**src/logic/acs_pkg.sv**
```systemverilog
// What this block does
// done flag: 0 until completion, read only
// busy set at start, cleared at end/standby
// reading upper result clears done flag
// software reads status before upper result
// status bits 3..0 read undefined
// single mode: start bit launches one conversion
// completion loads result, done, interrupt together
// start bit self-clears once conversion begins
// software never restarts while converting
// repeat mode: each completion starts next
// mode 00 halts at once, drops result
// restart clears done, keeps old result
// standby aborts, resets controls, drops results
// no automatic restart after standby
// ladder disconnected throughout standby; here ladder_on drops one cycle after standby_req rises
// software programs controls before starting
// ten-bit result, low two bits in status
// upper result register holds bits 9..2
// controls held at reset, writes ignored, standby
// count selected clocks, one-cycle done pulse
`default_nettype none

package acs_pkg;

    // ==========================================================
    // register map
    localparam logic [7:0] ACS_CTRL_ONE_ADDR   = 8'h0e;
    localparam logic [7:0] ACS_CTRL_TWO_ADDR   = 8'h0f;
    localparam logic [7:0] ACS_STATUS_ADDR     = 8'h20;
    localparam logic [7:0] ACS_RESULT_HI_ADDR  = 8'h21;

    localparam logic [7:0] ACS_CTRL_ONE_RESET  = 8'h10;
    localparam logic [7:0] ACS_CTRL_TWO_RESET  = 8'h10;
    localparam logic [9:0] ACS_RESULT_RESET    = 10'h000;

    // ==========================================================
    // operating modes
    localparam logic [1:0] ACS_MODE_OFF        = 2'h0;
    localparam logic [1:0] ACS_MODE_SINGLE     = 2'h1;
    localparam logic [1:0] ACS_MODE_REPEAT     = 2'h3;

    // ==========================================================
    // conversion lengths in system clock cycles, per time select
    localparam logic [10:0] ACS_CONV_CLKS_0    = 11'h027; // 39
    localparam logic [10:0] ACS_CONV_CLKS_2    = 11'h04e; // 78
    localparam logic [10:0] ACS_CONV_CLKS_3    = 11'h09c; // 156
    localparam logic [10:0] ACS_CONV_CLKS_4    = 11'h138; // 312
    localparam logic [10:0] ACS_CONV_CLKS_5    = 11'h270; // 624
    localparam logic [10:0] ACS_CONV_CLKS_6    = 11'h4e0; // 1248
    localparam logic [1:0]  ACS_STEP_LAST      = 2'h2;    // 3 clks a bit
    localparam logic [10:0] ACS_DECIDE_CLKS    = 11'h01e; // 10 bits x 3
    localparam logic [3:0]  ACS_MSB_INDEX      = 4'h9;

    // ==========================================================
    // register layouts, msb first
    typedef struct packed {
        logic       start;
        logic [1:0] mode;
        logic       input_disable;
        logic [3:0] channel;
    } acs_ctrl_one_t;

    typedef struct packed {
        logic [1:0] spare;
        logic       ladder_keep;
        logic       fixed_one;
        logic [2:0] time_sel;
        logic       fixed_zero;
    } acs_ctrl_two_t;

    typedef struct packed {
        logic [1:0] result_low;
        logic       done;
        logic       busy;
        logic [3:0] filler;
    } acs_status_t;

    // drive bundle toward sample-hold, ladder and comparator
    typedef struct packed {
        logic [3:0] channel;
        logic       input_disable;
        logic       sample_en;
        logic       ladder_on;
        logic [9:0] trial;
    } acs_analog_t;

endpackage

`default_nettype wire

```
**src/logic/acs_top.sv**
```systemverilog
// Chosen here: strobed register access.
`default_nettype none

module acs_top (
    input  wire logic                   ref_clk,
    input  wire logic                   rst,
    input  wire logic [7:0]             reg_addr,
    input  wire logic [7:0]             reg_wdata,
    input  wire logic                   reg_wr,
    input  wire logic                   reg_rd,
    output var  logic [7:0]             reg_rdata,
    input  wire logic                   standby_req,
    input  wire logic                   cmp_above,
    output var  acs_pkg::acs_analog_t   analog_drive,
    output var  logic                   conv_done_irq
);
    import acs_pkg::*;

    // idle, sample window, then three cycles per bit decision
    typedef enum logic [1:0] {
        ACS_IDLE,
        ACS_SAMPLE,
        ACS_DECIDE
    } acs_state_t;

    // ==========================================================
    // state
    acs_ctrl_one_t ctrl_one_q;
    acs_ctrl_one_t ctrl_one_d;
    acs_ctrl_two_t ctrl_two_q;
    acs_ctrl_two_t ctrl_two_d;
    acs_state_t    state_q;
    acs_state_t    state_d;
    logic [10:0]   cnt_q;
    logic [10:0]   cnt_d;
    logic [1:0]    step_q;
    logic [1:0]    step_d;
    logic [3:0]    bit_q;
    logic [3:0]    bit_d;
    logic [9:0]    trial_q;
    logic [9:0]    trial_d;
    logic [9:0]    result_q;
    logic          done_q;
    logic          busy_q;
    logic          cmp_meta_q;
    logic          cmp_sync_q;
    logic [7:0]    rdata_q;
    logic          irq_q;
    acs_analog_t   drive_q;
    acs_analog_t   drive_d;

    // ==========================================================
    // bus decode
    // status and upper result are read only: writes there match nothing
    wire wr_one     = reg_wr && (reg_addr == ACS_CTRL_ONE_ADDR);
    wire wr_two     = reg_wr && (reg_addr == ACS_CTRL_TWO_ADDR);
    wire rd_status  = reg_rd && (reg_addr == ACS_STATUS_ADDR);
    wire rd_one     = reg_rd && (reg_addr == ACS_CTRL_ONE_ADDR);
    wire rd_two     = reg_rd && (reg_addr == ACS_CTRL_TWO_ADDR);
    wire rd_res_hi  = reg_rd && (reg_addr == ACS_RESULT_HI_ADDR);

    acs_ctrl_one_t wdata_one;
    assign wdata_one = acs_ctrl_one_t'(reg_wdata);

    // ==========================================================
    // sequencing conditions
    wire mode_run   = (ctrl_one_q.mode == ACS_MODE_SINGLE)
                   || (ctrl_one_q.mode == ACS_MODE_REPEAT);
    // a write of mode 00 halts in the same edge it lands
    wire off_write  = wr_one && (wdata_one.mode == ACS_MODE_OFF);
    wire halt       = standby_req || off_write
                   || (ctrl_one_q.mode == ACS_MODE_OFF);
    wire start_go   = ctrl_one_q.start && mode_run && !halt;
    // a start written with mode 00 or 10 is dropped, nothing runs
    wire start_drop = ctrl_one_q.start && !mode_run;
    wire last_step  = (state_q == ACS_DECIDE)
                   && (step_q == ACS_STEP_LAST);
    wire finish     = last_step && (bit_q == 4'h0)
                   && !halt && !start_go;
    wire repeat_on  = ctrl_one_q.mode == ACS_MODE_REPEAT;

    // trial word after the decision on the current bit
    // a high comparator keeps the bit, a low one clears it
    wire [9:0] bit_mask = 10'h001 << bit_q;
    wire [9:0] decided  = cmp_sync_q ? trial_q
                                     : (trial_q & ~bit_mask);
    wire [9:0] msb_only = 10'h001 << ACS_MSB_INDEX;

    // ==========================================================
    // conversion length from the time select field
    // reserved codes fall back to the longest, slowest conversion
    logic [10:0] conv_clks;
    always_comb begin
        case (ctrl_two_q.time_sel)
            3'h0:    conv_clks = ACS_CONV_CLKS_0;
            3'h2:    conv_clks = ACS_CONV_CLKS_2;
            3'h3:    conv_clks = ACS_CONV_CLKS_3;
            3'h4:    conv_clks = ACS_CONV_CLKS_4;
            3'h5:    conv_clks = ACS_CONV_CLKS_5;
            default: conv_clks = ACS_CONV_CLKS_6; // reserved: longest
        endcase
    end

    // sample window takes what the bit decisions leave over
    wire [10:0] sample_load = conv_clks - ACS_DECIDE_CLKS - 11'h001;

    // ==========================================================
    // sequencer next state
    // a conversion is a sample window of sample_load + 1 cycles, then
    // three cycles per bit; the third cycle reads the comparator answer
    // for the trial, which needs the two synchroniser stages to settle.
    // halt and a fresh start override whichever phase is running
    always_comb begin
        state_d = state_q;
        cnt_d   = cnt_q;
        step_d  = step_q;
        bit_d   = bit_q;
        trial_d = trial_q;
        if (halt) begin
            state_d = ACS_IDLE;
            trial_d = ACS_RESULT_RESET;
        end else if (start_go) begin
            state_d = ACS_SAMPLE;
            cnt_d   = sample_load;
            trial_d = ACS_RESULT_RESET;
        end else begin
            case (state_q)
                ACS_IDLE: begin
                    state_d = ACS_IDLE;
                end
                ACS_SAMPLE: begin
                    if (cnt_q == 11'h000) begin
                        state_d = ACS_DECIDE;
                        step_d  = 2'h0;
                        bit_d   = ACS_MSB_INDEX;
                        trial_d = msb_only;
                    end else begin
                        cnt_d = cnt_q - 11'h001;
                    end
                end
                ACS_DECIDE: begin
                    if (!last_step) begin
                        step_d = step_q + 2'h1;
                    end else if (bit_q == 4'h0) begin
                        trial_d = decided;
                        if (repeat_on) begin
                            state_d = ACS_SAMPLE;
                            cnt_d   = sample_load;
                        end else begin
                            state_d = ACS_IDLE;
                        end
                    end else begin
                        step_d  = 2'h0;
                        bit_d   = bit_q - 4'h1;
                        trial_d = decided | (bit_mask >> 1);
                    end
                end
                default: begin
                    state_d = ACS_IDLE;
                end
            endcase
        end
    end

    // ==========================================================
    // control registers: writes, self-clearing start, standby hold
    // a write landing with the self-clear keeps the written value
    always_comb begin
        ctrl_one_d = ctrl_one_q;
        ctrl_two_d = ctrl_two_q;
        if (standby_req) begin
            ctrl_one_d = acs_ctrl_one_t'(ACS_CTRL_ONE_RESET);
            ctrl_two_d = acs_ctrl_two_t'(ACS_CTRL_TWO_RESET);
        end else begin
            if (start_go || start_drop) begin
                ctrl_one_d.start = 1'b0;
            end
            if (wr_one) begin
                ctrl_one_d = wdata_one;
            end
            if (wr_two) begin
                ctrl_two_d = acs_ctrl_two_t'(reg_wdata);
            end
        end
    end

    // ==========================================================
    // analog drive, registered toward the macro
    // registered so trial and sample window change on one edge
    always_comb begin
        drive_d               = drive_q;
        drive_d.channel       = ctrl_one_d.channel;
        drive_d.input_disable = ctrl_one_d.input_disable;
        drive_d.sample_en     = state_d == ACS_SAMPLE;
        drive_d.ladder_on     = !standby_req
                             && (ctrl_two_d.ladder_keep
                             || (state_d != ACS_IDLE));
        drive_d.trial         = trial_d;
    end

    // ==========================================================
    // read mux; status bits 3..0 return zero
    // unmapped addresses and control two bits 7..6 read zero
    acs_status_t status_view;
    assign status_view.result_low = result_q[1:0];
    assign status_view.done       = done_q;
    assign status_view.busy       = busy_q;
    assign status_view.filler     = 4'h0;

    logic [7:0] rd_mux;
    always_comb begin
        rd_mux = 8'h00;
        if (rd_status) begin
            rd_mux = status_view;
        end else if (rd_res_hi) begin
            rd_mux = result_q[9:2];
        end else if (rd_one) begin
            rd_mux = ctrl_one_q;
        end else if (rd_two) begin
            rd_mux = {2'h0, ctrl_two_q[5:0]};
        end
    end

    // ==========================================================
    // comparator synchroniser, first stage feeds only the second
    // the comparator output has no relation to ref_clk edges
    always_ff @(posedge ref_clk) begin
        if (rst) begin
            cmp_meta_q <= 1'b0;
            cmp_sync_q <= 1'b0;
        end else begin
            cmp_meta_q <= cmp_above;
            cmp_sync_q <= cmp_meta_q;
        end
    end

    // ==========================================================
    // sequencer and control registers
    always_ff @(posedge ref_clk) begin
        if (rst) begin
            state_q    <= ACS_IDLE;
            cnt_q      <= 11'h000;
            step_q     <= 2'h0;
            bit_q      <= 4'h0;
            trial_q    <= ACS_RESULT_RESET;
            ctrl_one_q <= acs_ctrl_one_t'(ACS_CTRL_ONE_RESET);
            ctrl_two_q <= acs_ctrl_two_t'(ACS_CTRL_TWO_RESET);
            busy_q     <= 1'b0;
            drive_q    <= '0;
        end else begin
            state_q    <= state_d;
            cnt_q      <= cnt_d;
            step_q     <= step_d;
            bit_q      <= bit_d;
            trial_q    <= trial_d;
            ctrl_one_q <= ctrl_one_d;
            ctrl_two_q <= ctrl_two_d;
            busy_q     <= state_d != ACS_IDLE;
            drive_q    <= drive_d;
        end
    end

    // ==========================================================
    // result, done flag and completion pulse
    // standby clears the result so no stale value survives wake-up
    always_ff @(posedge ref_clk) begin
        if (rst) begin
            result_q <= ACS_RESULT_RESET;
            done_q   <= 1'b0;
            irq_q    <= 1'b0;
        end else begin
            irq_q <= finish;
            if (standby_req) begin
                result_q <= ACS_RESULT_RESET;
            end else if (finish) begin
                result_q <= decided;
            end
            // completion wins over a clearing read in the same cycle
            if (finish) begin
                done_q <= 1'b1;
            end else if (rd_res_hi) begin
                done_q <= 1'b0;
            end else if (start_go || standby_req) begin
                done_q <= 1'b0;
            end
        end
    end

    // ==========================================================
    // read data stands only in the cycle after the strobe
    always_ff @(posedge ref_clk) begin
        if (rst) begin
            rdata_q <= 8'h00;
        end else begin
            rdata_q <= rd_mux;
        end
    end

    // every output comes straight from its flip-flop
    assign reg_rdata     = rdata_q;
    assign analog_drive  = drive_q;
    assign conv_done_irq = irq_q;

endmodule

`default_nettype wire

```
**config.mk**
```make
export PLATFORM = sky130hd
export DESIGN_NAME = acs_top
export DESIGN_NICKNAME = d
export VERILOG_FILES = /design/src/logic/acs_pkg.sv /design/src/logic/acs_top.sv
export SDC_FILE = /design/constraint.sdc
export NUM_CORES = 1
export LEC_CHECK = 0
export BUFFER_PORTS_ARGS = -buffer_cell sky130_fd_sc_hd__buf_4
export CAP_MARGIN = 20
export CELL_PAD_IN_SITES_DETAIL_PLACEMENT = 1
export CELL_PAD_IN_SITES_GLOBAL_PLACEMENT = 1
export CORE_MARGIN = 2
export CORE_UTILIZATION = 25
export CTS_BUF_LIST = sky130_fd_sc_hd__clkbuf_2 sky130_fd_sc_hd__clkbuf_4 sky130_fd_sc_hd__clkbuf_8
export DETAILED_ROUTE_END_ITERATION = 12
export PLACE_DENSITY_LB_ADDON = 0.25
export SLEW_MARGIN = 10
export SYNTH_ARGS = -nofsm -noshare
export SYNTH_HDL_FRONTEND = slang
export SYNTH_SLANG_ARGS = --single-unit
```
**constraint.sdc**
```tcl
create_clock -name ref_clk -period 3.1 [get_ports ref_clk]
set_input_delay 0.155 -clock ref_clk [delete_from_list [all_inputs] [get_ports ref_clk]]
set_output_delay 0.155 -clock ref_clk [all_outputs]
set_load 0.02 [all_outputs]
```
==> impl_metrics.csv <==
group,metric,value,unit
layout,syn2layout_area_growth,17.7,%
worst_setup_path,r2r_cells,7,
die,dieHeight,128,um
power,power_frac_comb,0.034,
drt,wl_per_cell,17.7,um
logic_synthesis,synth.top_cell.area_share,0.360,
timing,post-route-min-period,2.62,ns
die,num_io_pins,48,
power,ir_drop,226,uV
layout,n_fill_cell,1785,
place,gp_congestion,0.774,
power,power_frac_seq,0.533,
timing,tightest_slew,0.788,ns
worst_setup_path,cp-start-kind,"flip-flop",
cts,clk_latency,0.37,ns
drt,detail-route-antenna-nets,0,
drt,drt-initial-drc-count,163,
cts,tritoncts.num_buffers,9,
logic_synthesis,syn-cell-area,3830,um^2
layout,multiInputGateArea,2210,um^2
place,port_buffers,47,
timing,fin_skew,0.00678,ns
power,power_density,369,nW/um^2
cts,post_cts_resized,0,
timing,setup_viol,0,
power,p_sw,0.451,mW
drt,drt_wl_total,12.1,mm
logic_synthesis,synth.distinct_cells,64,
global_routing,gr-total-overflow,0,
worst_setup_path,reg2reg_setup_slack,0.48,ns
logic_synthesis,synth_cells,455,
power,p_clk_frac,0.432,
worst_setup_path,crit_start,"cnt_q[0]$_SDFFE_PP0P_",
worst_setup_path,r2r-start,"cnt_q[0]$_SDFFE_PP0P_",
layout,antennaDiodeCount,0,
layout,nNetsFinal,526,
worst_setup_path,critical_path_required,3.39,ns
logic_synthesis,yosys.cell_count.top_type,"dfxtp_1",
worst_setup_path,endpoint,"analog_drive[7]$_SDFFE_PP0P_",
timing,slew_violations,0,
global_routing,grt_usage,0.154,
die,die_w,128,um
worst_setup_path,critical_path_class,"flip-flop to flip-flop",
status,status,"finished clean",
logic_synthesis,async_reset_ff_frac,0,
cts,ctsLongestPathBuffers,2,
timing,slew_headroom,0.473,
die,start_util,0.254,
worst_setup_path,timing.rr.end,"analog_drive[7]$_SDFFE_PP0P_",
drt,remaining_drc_errors,0,
layout,regArea,1380,um^2
global_routing,grt_pass1_vias,3718,
logic_synthesis,synth_top_area_cell,"dfxtp_1",
die,die-area,16300,um^2
power,p_total,1.67,mW
logic_synthesis,synth-seq-cells,69,
place,place_area,4320,um^2
timing,setup_tns,0,ns
cts,cts.sinks,69,
min_path,hold_path.class,"input pin to flip-flop",
job,maxCapViolations,0,
cts,cts_tree,"done",
drt,dr.pass1.iters,5,
timing,fin_crit_sh,0.844,
worst_setup_path,cp.arrival,2.91,ns
cts,cts-root-buf,"clkbuf_8",
global_routing,grt_max_degree,33,
timing,hold_viol,0,
die,core_area,15100,um^2
layout,drive_gt1_frac,0.187,
logic_synthesis,syn_avg_cell_area,8.43,um^2
place,dp.cells,668,
logic_synthesis,synth_edf_count,0,
place,dp_hpwl,8.86,mm
worst_setup_path,cp_max_fo,9,
logic_synthesis,synth_area_leaders,"dfxtp_1 (36%), nand2_1 (5.1%), mux2i_1 (5.0%)",
power,switching_share,0.271,
layout,design_area,4510,um^2
logic_synthesis,syn-num-nets,489,
drt,via_count,3540,
timing,fmax,382,MHz
logic_synthesis,yosysWarnings,0,
logic_synthesis,yosysSeqAreaShare,0.360,
worst_setup_path,endpoint_kind,"flip-flop",
cts,cts.reportedPaths.clkPinSlew,0.08,ns
power,leakage,1.70,nW
die,std_cell_rows,45,
power,cellInternalPower,1.21,mW
cts,h-tree-depth,3,
layout,fin_cells,685,
global_routing,antenna_found_initial,0,
global_routing,grt_pass1_wl,19.7,mm
logic_synthesis,synth_ff_type,"dfxtp_1",
timing,rsz0062_at_grt,"no",
drt,viasPerCell,5.17,
logic_synthesis,synth_common_cells,"dfxtp_1 (69), nand2_1 (52), nor2_1 (36), a21oi_1 (33)",
## how the worst min path moves through the flow
stage | startpoint | to | slack [ns] | cells past startpoint
2_1_floorplan | reg_wdata[7] | ctrl_one_q[7]$_SDFFE_PP0P_ | 0.27 | 2
3_3_place_gp | cmp_above | cmp_meta_q$_SDFF_PP0_ | 0.39 | 2
3_5_place_dp | cmp_above | cmp_meta_q$_SDFF_PP0_ | 0.39 | 2
4_1_cts | reg_wdata[7] | ctrl_one_q[7]$_SDFFE_PP0P_ | 0.002 | 3
5_1_grt | reg_wdata[7] | ctrl_one_q[7]$_SDFFE_PP0P_ | 0.02 | 3
6_report | reg_wdata[7] | ctrl_one_q[7]$_SDFFE_PP0P_ | 0.03 | 3
## cell usage in the layout (no fill, tap or decap), types with 6 or more instances in the layout
master,instances
a21boi_0,6
a21oi_1,33
nor2b_1,10
nand2b_1,6
nand2_1,52
o21ai_0,9
nor2_1,36
nor3_1,19
a211oi_1,11
ha_1,12
inv_1,21
and2_1,8
buf_4,56
a222oi_1,8
o32ai_2,7
mux2i_1,19
nand3_1,16
or3_1,9
clkbuf_8,9
dfxtp_1,69
## kinds of logic (layout without fill, tap and decap cells)
kind of cell / after synthesis / count (layout) / share of synthesized area
AND/OR/NAND/NOR: 183 / 183 / 0.244
AO/OA/AOI/OAI: 119 / 119 / 0.240
flip-flops: 69 / 69 / 0.360
buffers and inverters: 52 / 94 / 0.0643
multiplexers: 20 / 20 / 0.0525
adder cells (fa/ha/maj): 12 / 12 / 0.0392
## metrics by stage
| step | worst slack, ns | hold WS (ns) | utilization |
|---|---|---|---|
| 2_1_floorplan | 0.769 | 0.269 | - |
| 3_3_place_gp | 0.541 | 0.392 | 0.286 |
| 3_5_place_dp | 0.457 | 0.390 | 0.286 |
| 4_1_cts | 0.445 | 0.00199 | 0.299 |
| 5_1_grt | 0.261 | 0.0234 | 0.299 |
| 6_report | 0.484 | 0.0283 | 0.299 |
## sequential cells by signal, summed over array words and instances, names as in the netlist
signal         cells
state_q            2
step_q             2
analog_drive      17
conv_done_irq      1
ctrl_one_q         4
cmp_sync_q         1
bit_q              4
result_q          10
done_q             1
cnt_q             11
ctrl_two_q         6
busy_q             1
reg_rdata          8
cmp_meta_q         1
## layer usage
layer	routed length (um)	global-route usage	up-vias
met5	0	0	-
met4	121	0.0349	0
met3	389	0.0367	7
met2	5960	0.268	43
met1	5640	0.192	1745
li1	-	-	1745
## critical path: stages, from the launching register on
cell     delay [ns]
dfxtp_1        0.36
inv_1          0.07
ha_1           0.16
or4b_1         0.53
o31ai_1        0.45
nand2_1        0.29
or4_1          0.56
a21oi_1        0.12
## cell type report
type                            count  share of cell area
Clock buffer                        9              0.0275
Clock inverter                      7              0.0125
Inverter                           21              0.0175
Multi-Input combinational cell    334               0.489
Sequential cell                    69               0.306
Tap cell                          188              0.0521
Timing Repair Buffer               57              0.0954
## what timing repair did
item,4_1_cts,5_1_grt
hold buffers,1,0
setup endpoints to repair,0,0
hold endpoints to repair,1,0
buffers inserted,0,0
## power by group through the flow
stage               sequential (mW)  clock [mW]  combinational (mW)
detailed placement            0.910           0              0.0569
global route                  0.889       0.782              0.0623
CTS                           0.889       0.750              0.0580
floorplan                     0.910           0              0.0216
global placement              0.910           0              0.0569
finish                        0.889       0.720              0.0573
No activity file was read; power rests on OpenSTA's default activity.
